===== src/common/afcr_consts.vh =====
// constants for the adc front end configuration and reference detect block
`ifndef AFCR_CONSTS_VH
`define AFCR_CONSTS_VH

// ****************************************
// register byte offsets
// ****************************************
`define AFCR_OFF_CONFIG      12'h000
`define AFCR_OFF_STATUS      12'h004
`define AFCR_OFF_IRQ_MASK    12'h008
`define AFCR_OFF_DATA        12'h00C
`define AFCR_OFF_OFFSET_COEF 12'h010
`define AFCR_OFF_FULL_COEF   12'h014
`define AFCR_OFF_ROUTE       12'h018

// ****************************************
// config register fields
// ****************************************
`define AFCR_CFG_CH_LSB      0
`define AFCR_CFG_CH_MSB      7
`define AFCR_CFG_PSEUDO      8
`define AFCR_CFG_BUF         9
`define AFCR_CFG_GAIN_LSB    10
`define AFCR_CFG_GAIN_MSB    12
`define AFCR_CFG_REFERENCE_SELECT      13
`define AFCR_CFG_REFERENCE_DETECT_ENABLE      14
`define AFCR_CFG_UNIPOLAR    15
`define AFCR_CFG_BURN        16
`define AFCR_CFG_RESET       32'h00000000

// ****************************************
// status / interrupt bits
// ****************************************
`define AFCR_ST_REF_MISSING  0
`define AFCR_ST_ERR          1
`define AFCR_ST_DATA_READY   2
`define AFCR_ST_CAL_DONE     3
`define AFCR_ST_W            4

// ****************************************
// coefficient resets and codes
// ****************************************
`define AFCR_OFFSET_RESET    24'h800000
`define AFCR_FULL_RESET      24'h500000
`define AFCR_ALL_ONES        24'hFFFFFF
`define AFCR_MSB_ONLY        24'h800000
`define AFCR_GAIN_W          8

`endif


===== src/afcr_gain_lut.v =====
// gain select decode table with registered output
`timescale 1ns/1ps
module afcr_gain_lut (
  input  wire       sys_clk,
  input  wire       nrst,
  input  wire [2:0] gain_select_field,
  output reg  [7:0] gain_value_r,
  output reg        gain_valid_r
);
  always @(posedge sys_clk) begin
    if (!nrst) begin
      gain_value_r <= 8'h01;
      gain_valid_r <= 1'b1;
    end else begin
      gain_valid_r <= 1'b1;
      case (gain_select_field)
        3'h0: gain_value_r <= 8'h01;
        3'h3: gain_value_r <= 8'h08;
        3'h4: gain_value_r <= 8'h10;
        3'h5: gain_value_r <= 8'h20;
        3'h6: gain_value_r <= 8'h40;
        3'h7: gain_value_r <= 8'h80;
        // reserved codes fall back to unity gain and are flagged
        default: begin
          gain_value_r <= 8'h01;
          gain_valid_r <= 1'b0;
        end
      endcase
    end
  end
endmodule // afcr_gain_lut


===== src/afcr_top.v =====
// adc front end configuration, reference detect and result coding
// Function
// RULE1: any of sixteen pins may be positive or negative; common pin negative only
// RULE2: channel from eight-bit field plus pseudo bit; pairs, singles or mixed
// RULE3: buffer enable bit routes inputs through buffer, else bypass
// RULE4: three-bit gain select picks gain 1, 8, 16, 32, 64 or 128
// RULE5: reference select picks pair two, which then stops being outputs
// RULE6: reference checking works only while detect enable is set
// RULE7: missing flag set below low threshold, cleared above high threshold
// RULE8: during conversions a missing reference forces an all-ones result
// RULE9: missing reference during calibration keeps coefficient and sets error
// RULE10: polarity bit selects unipolar or bipolar coding
// RULE11: unipolar results are straight binary
// RULE12: bipolar results are 24-bit offset binary
// RULE13: both burnout sources switch together per burnout enable bit
// RULE14: host need check missing flag only when result is all ones
// RULE15: host should read error flag after each calibration
// RULE16: offset coefficient resets to midscale, updated by clean zero calibration
// RULE17: between thresholds the missing flag holds its value
// RULE18: the clamp applies to the stored data word
`timescale 1ns/1ps
`include "afcr_consts.vh"
module afcr_top #(
  parameter DATA_W = 24
) (
  input  wire              sys_clk,
  input  wire              nrst,
  input  wire              psel,
  input  wire              penable,
  input  wire              pwrite,
  input  wire [11:0]       paddr,
  input  wire [31:0]       pwdata,
  output reg  [31:0]       prdata,
  output wire              pready,
  output wire              pslverr,
  input  wire              ref_below_low,
  input  wire              ref_above_high,
  input  wire              conv_valid,
  input  wire [DATA_W-1:0] conv_unipolar_code,
  input  wire              cal_valid,
  input  wire              cal_full_scale,
  input  wire [DATA_W-1:0] cal_coef,
  output reg  [3:0]        pos_pin_sel,
  output reg  [3:0]        neg_pin_sel,
  output reg               neg_common_sel,
  output reg               buffer_on,
  output reg  [7:0]        gain_value,
  output reg               ref_pair_two_as_ref,
  output reg               ref_pair_two_gpo_en,
  output reg               burnout_src_on,
  output reg               burnout_sink_on,
  output reg  [DATA_W-1:0] offset_coef,
  output reg  [DATA_W-1:0] full_coef,
  output wire              irq
);

  // ****************************************
  // registers
  // ****************************************
  reg  [31:0]            config_r;
  reg  [31:0]            config_nxt;
  reg  [`AFCR_ST_W-1:0]  status_r;
  reg  [`AFCR_ST_W-1:0]  status_nxt;
  reg  [`AFCR_ST_W-1:0]  mask_r;
  reg  [DATA_W-1:0]      data_r;
  reg                    ref_missing_r;
  reg                    ref_missing_nxt;
  reg  [7:0]             gpo_r;
  wire [7:0]             gain_lut;
  wire                   gain_ok;
  wire                   wr_en;
  wire                   rd_en;
  wire                   addr_ok;
  wire [2:0]             gain_select_field;
  wire [7:0]             channel_select_field;
  wire                   wr_config;
  wire                   wr_mask;
  wire                   wr_route;
  wire                   wr_offset;
  wire                   wr_full;
  wire                   rd_status;

  assign wr_en   = psel & penable & pwrite;
  assign rd_en   = psel & penable & ~pwrite;
  assign pready  = 1'b1;
  assign addr_ok = is_mapped(paddr);
  assign pslverr = psel & penable & ~addr_ok;
  assign gain_select_field    = config_r[`AFCR_CFG_GAIN_MSB:`AFCR_CFG_GAIN_LSB];
  assign channel_select_field = config_r[`AFCR_CFG_CH_MSB:`AFCR_CFG_CH_LSB];

  // address decode used by the error answer; the read mux decodes paddr on its own
  function is_mapped;
    input [11:0] a;
    begin
      is_mapped = (a == `AFCR_OFF_CONFIG) || (a == `AFCR_OFF_STATUS) ||
                  (a == `AFCR_OFF_IRQ_MASK) || (a == `AFCR_OFF_DATA) ||
                  (a == `AFCR_OFF_OFFSET_COEF) || (a == `AFCR_OFF_FULL_COEF) ||
                  (a == `AFCR_OFF_ROUTE);
    end
  endfunction

  // ****************************************
  // register strobes
  // ****************************************
  function reg_hit;
    input [11:0] a;
    input [11:0] off;
    begin
      reg_hit = (a == off);
    end
  endfunction

  assign wr_config = wr_en & reg_hit(paddr, `AFCR_OFF_CONFIG);
  assign wr_mask   = wr_en & reg_hit(paddr, `AFCR_OFF_IRQ_MASK);
  assign wr_route  = wr_en & reg_hit(paddr, `AFCR_OFF_ROUTE);
  assign wr_offset = wr_en & reg_hit(paddr, `AFCR_OFF_OFFSET_COEF);
  assign wr_full   = wr_en & reg_hit(paddr, `AFCR_OFF_FULL_COEF);
  // the read strobe clears the sticky status bits
  assign rd_status = rd_en & reg_hit(paddr, `AFCR_OFF_STATUS);

  // ****************************************
  // gain decode
  // ****************************************
  // RULE4: gain table
  afcr_gain_lut u_gain (
    .sys_clk           (sys_clk),
    .nrst              (nrst),
    .gain_select_field (gain_select_field),
    .gain_value_r      (gain_lut),
    .gain_valid_r      (gain_ok)
  );

  // ****************************************
  // reference detect with hysteresis
  // ****************************************
  always @* begin
    // RULE17: hold between thresholds
    ref_missing_nxt = ref_missing_r;
    // RULE6: detect gated by enable
    if (!config_r[`AFCR_CFG_REFERENCE_DETECT_ENABLE]) begin
      ref_missing_nxt = 1'b0;
    // RULE7: set below low threshold
    end else if (ref_below_low) begin
      ref_missing_nxt = 1'b1;
    end else if (ref_above_high) begin
      ref_missing_nxt = 1'b0;
    end
  end

  // ****************************************
  // config and status next values
  // ****************************************
  always @* begin
    config_nxt = config_r;
    if (wr_config) begin
      config_nxt = pwdata;
    end
  end

  always @* begin
    status_nxt = status_r;
    // read of status clears; sets below win over the clear
    if (rd_status) begin
      status_nxt = {`AFCR_ST_W{1'b0}};
    end
    if (ref_missing_nxt && !ref_missing_r) begin
      status_nxt[`AFCR_ST_REF_MISSING] = 1'b1;
    end
    if (conv_valid) begin
      status_nxt[`AFCR_ST_DATA_READY] = 1'b1;
    end
    if (cal_valid) begin
      status_nxt[`AFCR_ST_CAL_DONE] = 1'b1;
    end
    // RULE9: error on inhibited calibration
    if (cal_valid && ref_missing_r) begin
      status_nxt[`AFCR_ST_ERR] = 1'b1;
    end
  end

  always @(posedge sys_clk) begin
    if (!nrst) begin
      config_r      <= `AFCR_CFG_RESET;
      status_r      <= {`AFCR_ST_W{1'b0}};
      mask_r        <= {`AFCR_ST_W{1'b0}};
      ref_missing_r <= 1'b0;
      gpo_r         <= 8'h00;
    end else begin
      config_r      <= config_nxt;
      status_r      <= status_nxt;
      ref_missing_r <= ref_missing_nxt;
      if (wr_mask) begin
        mask_r <= pwdata[`AFCR_ST_W-1:0];
      end
      if (wr_route) begin
        gpo_r <= pwdata[7:0];
      end
    end
  end

  // ****************************************
  // interrupt
  // ****************************************
  // level output, held until a status read clears the unmasked bits
  assign irq = |(status_r & mask_r);

  // ****************************************
  // result coding and clamp
  // ****************************************
  // the modulator hands over a straight binary code; bipolar flips the top bit
  always @(posedge sys_clk) begin
    if (!nrst) begin
      data_r <= {DATA_W{1'b0}};
    end else if (conv_valid) begin
      // RULE8: clamp on missing reference
      // RULE18: clamp lands in data register
      if (ref_missing_r) begin
        data_r <= {DATA_W{1'b1}};
      // RULE11: straight binary
      end else if (config_r[`AFCR_CFG_UNIPOLAR]) begin
        data_r <= conv_unipolar_code;
      // RULE10: polarity select
      // RULE12: offset binary
      end else begin
        data_r <= conv_unipolar_code ^ {1'b1, {(DATA_W-1){1'b0}}};
      end
    end
  end

  // ****************************************
  // calibration coefficients
  // ****************************************
  always @(posedge sys_clk) begin
    if (!nrst) begin
      // RULE16: midscale offset reset
      offset_coef <= `AFCR_OFFSET_RESET;
      full_coef   <= `AFCR_FULL_RESET;
    end else begin
      // a bus write in a calibration cycle is dropped so an inhibited result keeps both words
      // RULE9: update inhibited without reference
      // RULE16: zero calibration writes offset
      if (cal_valid && !ref_missing_r && !cal_full_scale) begin
        offset_coef <= cal_coef;
      end else if (wr_offset && !cal_valid) begin
        offset_coef <= pwdata[DATA_W-1:0];
      end
      if (cal_valid && !ref_missing_r && cal_full_scale) begin
        full_coef <= cal_coef;
      end else if (wr_full && !cal_valid) begin
        full_coef <= pwdata[DATA_W-1:0];
      end
    end
  end

  // ****************************************
  // front end routing outputs
  // ****************************************
  always @(posedge sys_clk) begin
    if (!nrst) begin
      pos_pin_sel         <= 4'h0;
      neg_pin_sel         <= 4'h0;
      neg_common_sel      <= 1'b0;
      buffer_on           <= 1'b0;
      gain_value          <= 8'h01;
      ref_pair_two_as_ref <= 1'b0;
      ref_pair_two_gpo_en <= 1'b0;
      burnout_src_on      <= 1'b0;
      burnout_sink_on     <= 1'b0;
    end else begin
      // RULE1: any pin positive or negative
      // RULE2: field plus pseudo bit
      pos_pin_sel    <= channel_select_field[7:4];
      neg_pin_sel    <= channel_select_field[3:0];
      // common pin only ever reaches the negative side
      neg_common_sel <= config_r[`AFCR_CFG_PSEUDO];
      // RULE3: buffer route
      buffer_on      <= config_r[`AFCR_CFG_BUF];
      gain_value     <= gain_lut;
      // RULE5: pair two as reference
      ref_pair_two_as_ref <= config_r[`AFCR_CFG_REFERENCE_SELECT];
      ref_pair_two_gpo_en <= ~config_r[`AFCR_CFG_REFERENCE_SELECT] & gpo_r[0];
      // RULE13: both sources together
      burnout_src_on  <= config_r[`AFCR_CFG_BURN];
      burnout_sink_on <= config_r[`AFCR_CFG_BURN];
    end
  end

  // ****************************************
  // read mux
  // ****************************************
  always @* begin
    prdata = 32'h00000000;
    case (paddr)
      `AFCR_OFF_CONFIG:      prdata = config_r;
      `AFCR_OFF_STATUS:      prdata = {{(32-`AFCR_ST_W){1'b0}}, status_r[`AFCR_ST_W-1:1],
                                       ref_missing_r};
      `AFCR_OFF_IRQ_MASK:    prdata = {{(32-`AFCR_ST_W){1'b0}}, mask_r};
      `AFCR_OFF_DATA:        prdata = {{(32-DATA_W){1'b0}}, data_r};
      `AFCR_OFF_OFFSET_COEF: prdata = {{(32-DATA_W){1'b0}}, offset_coef};
      `AFCR_OFF_FULL_COEF:   prdata = {{(32-DATA_W){1'b0}}, full_coef};
      `AFCR_OFF_ROUTE:       prdata = {15'h0000, gain_ok, gain_value, gpo_r};
      default:               prdata = 32'h00000000;
    endcase
  end
endmodule // afcr_top


===== config.mk =====
export PLATFORM = sky130hd
export DESIGN_NAME = afcr_top
export DESIGN_NICKNAME = d
export VERILOG_FILES = /design/src/afcr_gain_lut.v /design/src/afcr_top.v
export VERILOG_INCLUDE_DIRS = /design/src /design/src/common
export SDC_FILE = /design/constraint.sdc
export NUM_CORES = 1
export LEC_CHECK = 0
export BUFFER_PORTS_ARGS = -buffer_cell sky130_fd_sc_hd__buf_2
export CORE_MARGIN = 1
export CORE_UTILIZATION = 45
export DETAILED_ROUTE_END_ITERATION = 7
export GPL_ROUTABILITY_DRIVEN = 0
export PLACE_DENSITY_LB_ADDON = 0.3
export SYNTH_ARGS = -nofsm -noshare
export SYNTH_HDL_FRONTEND = slang
export SYNTH_SLANG_ARGS = --single-unit

===== constraint.sdc =====
create_clock -name sys_clk -period 2.4 [get_ports sys_clk]
set_input_delay 0.12 -clock sys_clk [delete_from_list [all_inputs] [get_ports sys_clk]]
set_output_delay 0.12 -clock sys_clk [all_outputs]
set_load 0.01 [all_outputs]

# == Word-level counts from Yosys, hierarchy flattened ==
# Cells that the tools add are included.
# op_classes
n_eq_ne,11
mux,17
bitwise,16
reduce_logical,26
# op_table
cell,count
$pmux W32 S7,1
$mux W24,6
$pmux W8 S5,1
$eq A12 B5 Y1 const B,3
$eq A12 B4 Y1 const B,2
$eq A12 B3 Y1 const B,1
$eq A3 B3 Y1 const B,4
$logic_not A12 Y1,1
$reduce_bool A2 Y1,6
$and A1 B1 Y1,11
$mux W1,8
$logic_and A1 B1 Y1,7
$logic_or A1 B1 Y1,6
$reduce_or A6 Y1,1
$and A4 B4 Y4,1
$mux W4,1
$not A1 Y1,4
$reduce_or A4 Y1,1
$eq A3 B2 Y1 const B,1
$logic_not A1 Y1,3
$logic_not A3 Y1,1
# totals
reg_bits,151
in_bits,102

# == Logic depth before layout (Yosys ltp) ==
# depth
depth_word,9
depth_mapped,7
ltp_nobuf,4

# == By module ==
# A second synthesis with hierarchy kept.
# unflattened
cells_unflattened,715
area_unflattened_um2,6799.0
# by_module_without_submodules
mod,instances,cells_each,area_each_um2,seq_area_each_um2
afcr_top,1,694,6567.5,2842.7
afcr_gain_lut,1,21,231.5,140.1

# == Least setup slack after synthesis ==
# No wires, ideal clock.
# synth_timing
path_type,in2reg
startpoint,in paddr[0]
endpoint,reg config_r[10]
setup_time_ps,132
t_arrival_ps,1796
setup_slack_ps,472
stages,6
cell_sequence,or4_1 > buf_2 > or4_1 > clkbuf_1 > o21ai_0 > a21oi_1
# synth_between
elab_chain_cells,2
# synth_rtl
element,line,text
from (decl),afcr_top.v:31,"input wire [11:0] paddr,"
$logic_not A12 Y1,afcr_top.v:109,reg_hit = (a == off);
$and A1 B1 Y1,afcr_top.v:113,"assign wr_config = wr_en & reg_hit(paddr, `AFCR_OFF_CONFIG);"
to (signal assigned),afcr_top.v:183,config_r <= `AFCR_CFG_RESET;
to (signal assigned),afcr_top.v:189,config_r <= config_nxt;
to (decl),afcr_top.v:60,reg [31:0] config_r;
# Every way passes these cells.
# A chain may end at the register's enable or synchronous reset.

# == Worst setup path after layout ==
# layout_timing
startpoint,in paddr[0]
endpoint,out prdata[23]
# layout_between
elab_chain_cells,2
elab_cells_between_ends,8
cone_classes,6 x eq/ne; 1 x mux; 1 x reduce/logical
# layout_rtl
element,line,text
$eq A12 B5 Y1 (tied with other cells),afcr_top.v:293,case (paddr)
$pmux W32 S7 (*),afcr_top.v:293,
to (decl),afcr_top.v:33,"output reg [31:0] prdata,"
# Mark *: on every way between the ends. The rest lies on a longest branch, timed or not.

==> impl_metrics.tcl <==
set metrics [dict create \
    clkSinkCount 147 \
    synth_area_um2 6960 \
    grt_pass1_wl_mm 35.5 \
    setup_violations 0 \
    crit_path_start_kind "input port" \
    hold_end "gpo_r[2]$_SDFFE_PN0P_" \
    p_per_area_nw_per_um2 668 \
    initialDrtViolationCount 644 \
    fin_crit_sh_pct 91.9 \
    core-area_um2 15100 \
    cts.reportedPaths.clkPinSlew_ps 60 \
    grt_usage_pct 28.9 \
    r2r-end "full_coef[22]$_SDFFE_PN1P_" \
    dpl.cell_count 1130 \
    ioPinCount 207 \
    cp_data_required_time_ps 2280 \
    ant_nets 0 \
    finalHoldViolations 0 \
    cap_violations 0 \
    cp-end-kind "output pin" \
    htreeDepth 4 \
    die_h_um 126 \
    nets 1114 \
    die_w_um 126 \
    ys_warn_count 0 \
    clockBufferDepth 2 \
    yosys.cell_count.top_type "dfxtp_1" \
    tritoncts "done" \
    arrival_ps 2090 \
    final_layout_size_suffix_gt1_share_pct 32.2 \
    hold_path_depth 3 \
    peakVddDrop_v 0.000461 \
    rows 45 \
    ys.flop_type "dfxtp_1" \
    reg2reg_slack_ps 530 \
    fp.dieArea_um2 16000 \
    hp-class "input port to register" \
    area_growth_pct 34.1 \
    portBuffers 203 \
    dr.pass1.iters 7 \
    vias_per_cell 5.67 \
    yosysSeqAreaShare_pct 42.3 \
    status "finished, final reports clean" \
    drc 0 \
    wl_per_cell_um 18.9 \
    finalPower_mw 6.24 \
    synthDominantCellAreaShare_pct 42.3 \
    reg2regPathDepth 5 \
    synth-edff-count 0 \
    syn_inst 786 \
    skew_ps 5.58 \
    initial_utilization_pct 45.9 \
    grt_pass1_vias 6540 \
    crit_fanout 9 \
    worst_pin_slew_ps 817 \
    yosys-top-cells-count "147 x dfxtp_1, 119 x nand2_1, 58 x clkbuf_1, 58 x mux2_2, 53 x mux2i_1" \
    antenna_found_initial 1 \
    ys_ff_latch 147 \
    r2r-start "ref_missing_r$_SDFF_PN0_" \
    p_leak_nw 4.13 \
    maxSlewHeadroom_pct 45.5 \
    crit_type "input port to output pin" \
    finalNonFillerCells 1213 \
    fmax_mhz 453 \
    drv_slew 0 \
    postCtsResizedCells 0 \
    grt-ovfl-total 0 \
    synth_area_leaders "dfxtp_1 42%, mux2_2 9.4%, mux2i_1 7.6%" \
    dp_hpwl_mm 15.4 \
    avgSynthCellArea_um2 8.85 \
    final_core_util_pct 61.6 \
    grt_max_degree 73 \
    vias 6877 \
    rsz0062_at_grt "false" \
    yosysUniqueCellTypes 43 \
    tns_ps 0 \
    yosysTopAreaCell "dfxtp_1" \
    cts_buffers 17 \
    root_buffer "clkbuf_16" \
    insertion_delay_ps 420 \
    synthArstFlopShare_pct 0 \
    routed_wirelength_mm 22.9 \
    min_from "pwdata[2]" \
    min_period_ps 2210 \
]
power breakdown:
part / leakage [nW] / switching, mW / internal [mW] / total [mW]
logic: 2.62 / 0.379 / 0.338 / 0.717
registers: 1.20 / 0.0571 / 2.52 / 2.58
clock network: 0.310 / 1.02 / 1.92 / 2.94
total: 4.13 / 1.46 / 4.78 / 6.24
final cells by class:
type	instances	area [um^2]
Fill cell	1302	5820
Multi-Input combinational cell	560	3700
Sequential cell	147	2940
Timing Repair Buffer	283	1780
Clock buffer	23	478
Tap cell	188	235
Clock inverter	8	174
Inverter	3	11.3
Antenna cell	1	2.50
cells by family after synthesis:
group	Yosys count	synth area share [%]
other cells	2	0.108
simple gates	254	17.3
compound gates	185	16.8
flops	147	42.3
xor+xnor	2	0.252
buf+inv	80	4.98
mux	116	18.3
registers in the layout, indices dropped and copies added (netlist names), 4 cells and up:
name                 cells
data_r                  24
neg_pin_sel              4
gain_value               6
offset_coef             24
full_coef               24
pos_pin_sel              4
status_r                 4
config_r                32
mask_r                   4
gpo_r                    8
u_gain.gain_value_r      6
worst max-delay path: stages:
cell and delay, ps:
buf_2 90, or4_1 740, nor4_4 470, buf_4 260, nand2_1 70, o211ai_1 140, buf_2 190
worst max path at each step:
| stage | startpoint | to | slack [ps] |
|---|---|---|---|
| floorplan | paddr[0] | config_r[10]$_SDFFE_PN0P_ | 470 |
| global placement | paddr[0] | config_r[23]$_SDFFE_PN0P_ | 210 |
| detailed placement | paddr[0] | config_r[1]$_SDFFE_PN0P_ | 150 |
| CTS | paddr[0] | prdata[23] | 200 |
| global route | paddr[0] | prdata[23] | 130 |
| finish | paddr[0] | prdata[23] | 190 |
metal layers:
layer / track usage, % / up-vias / routed length (um)
li1: - / 3245 / -
met1: 34.8 / 3267 / 9250
met2: 47.7 / 311 / 11000
met3: 6.92 / 54 / 1640
met4: 15.8 / 0 / 981
met5: 0 / - / 0
layout by cell type, fill, tap and decap left out, types with 4 or more instances in the layout:
cell           synthesis  routed
a21oi_1               47      47
a22o_1                14      14
a22oi_1               24      24
and2_1                25      25
buf_2                  7     202
buf_4                  6      27
bufinv_16              0       5
clkbuf_16              0      17
dfxtp_1              147     147
dlygate4sd3_1          0      51
mux2_2                58      58
mux2i_1               53      53
nand2_1              119     119
nand2b_1               5       5
nand3_1               47      47
nor2_1                32      32
nor3b_1                4       4
o211ai_1               9       9
o21ai_0               40      40
o21ai_1                9       9
o22ai_1               25      25
o2bb2ai_1             12      12
or4_1                  4       4
through the flow:
step	cell area, um^2	hold WS [ps]	worst slack, ps
after floorplan	6960	237	472
after global placement	8160	364	215
after detailed placement	8160	369	147
after CTS	9330	3.20	204
after global routing	9330	8.45	127
final	9330	13.1	195
what timing repair did:
action | CTS | global route
setup buffers | 0 | 0
hold buffers | 51 | 0
endpoints found under the hold margin | 52 | 0
No activity file was read; power rests on OpenSTA's default activity.
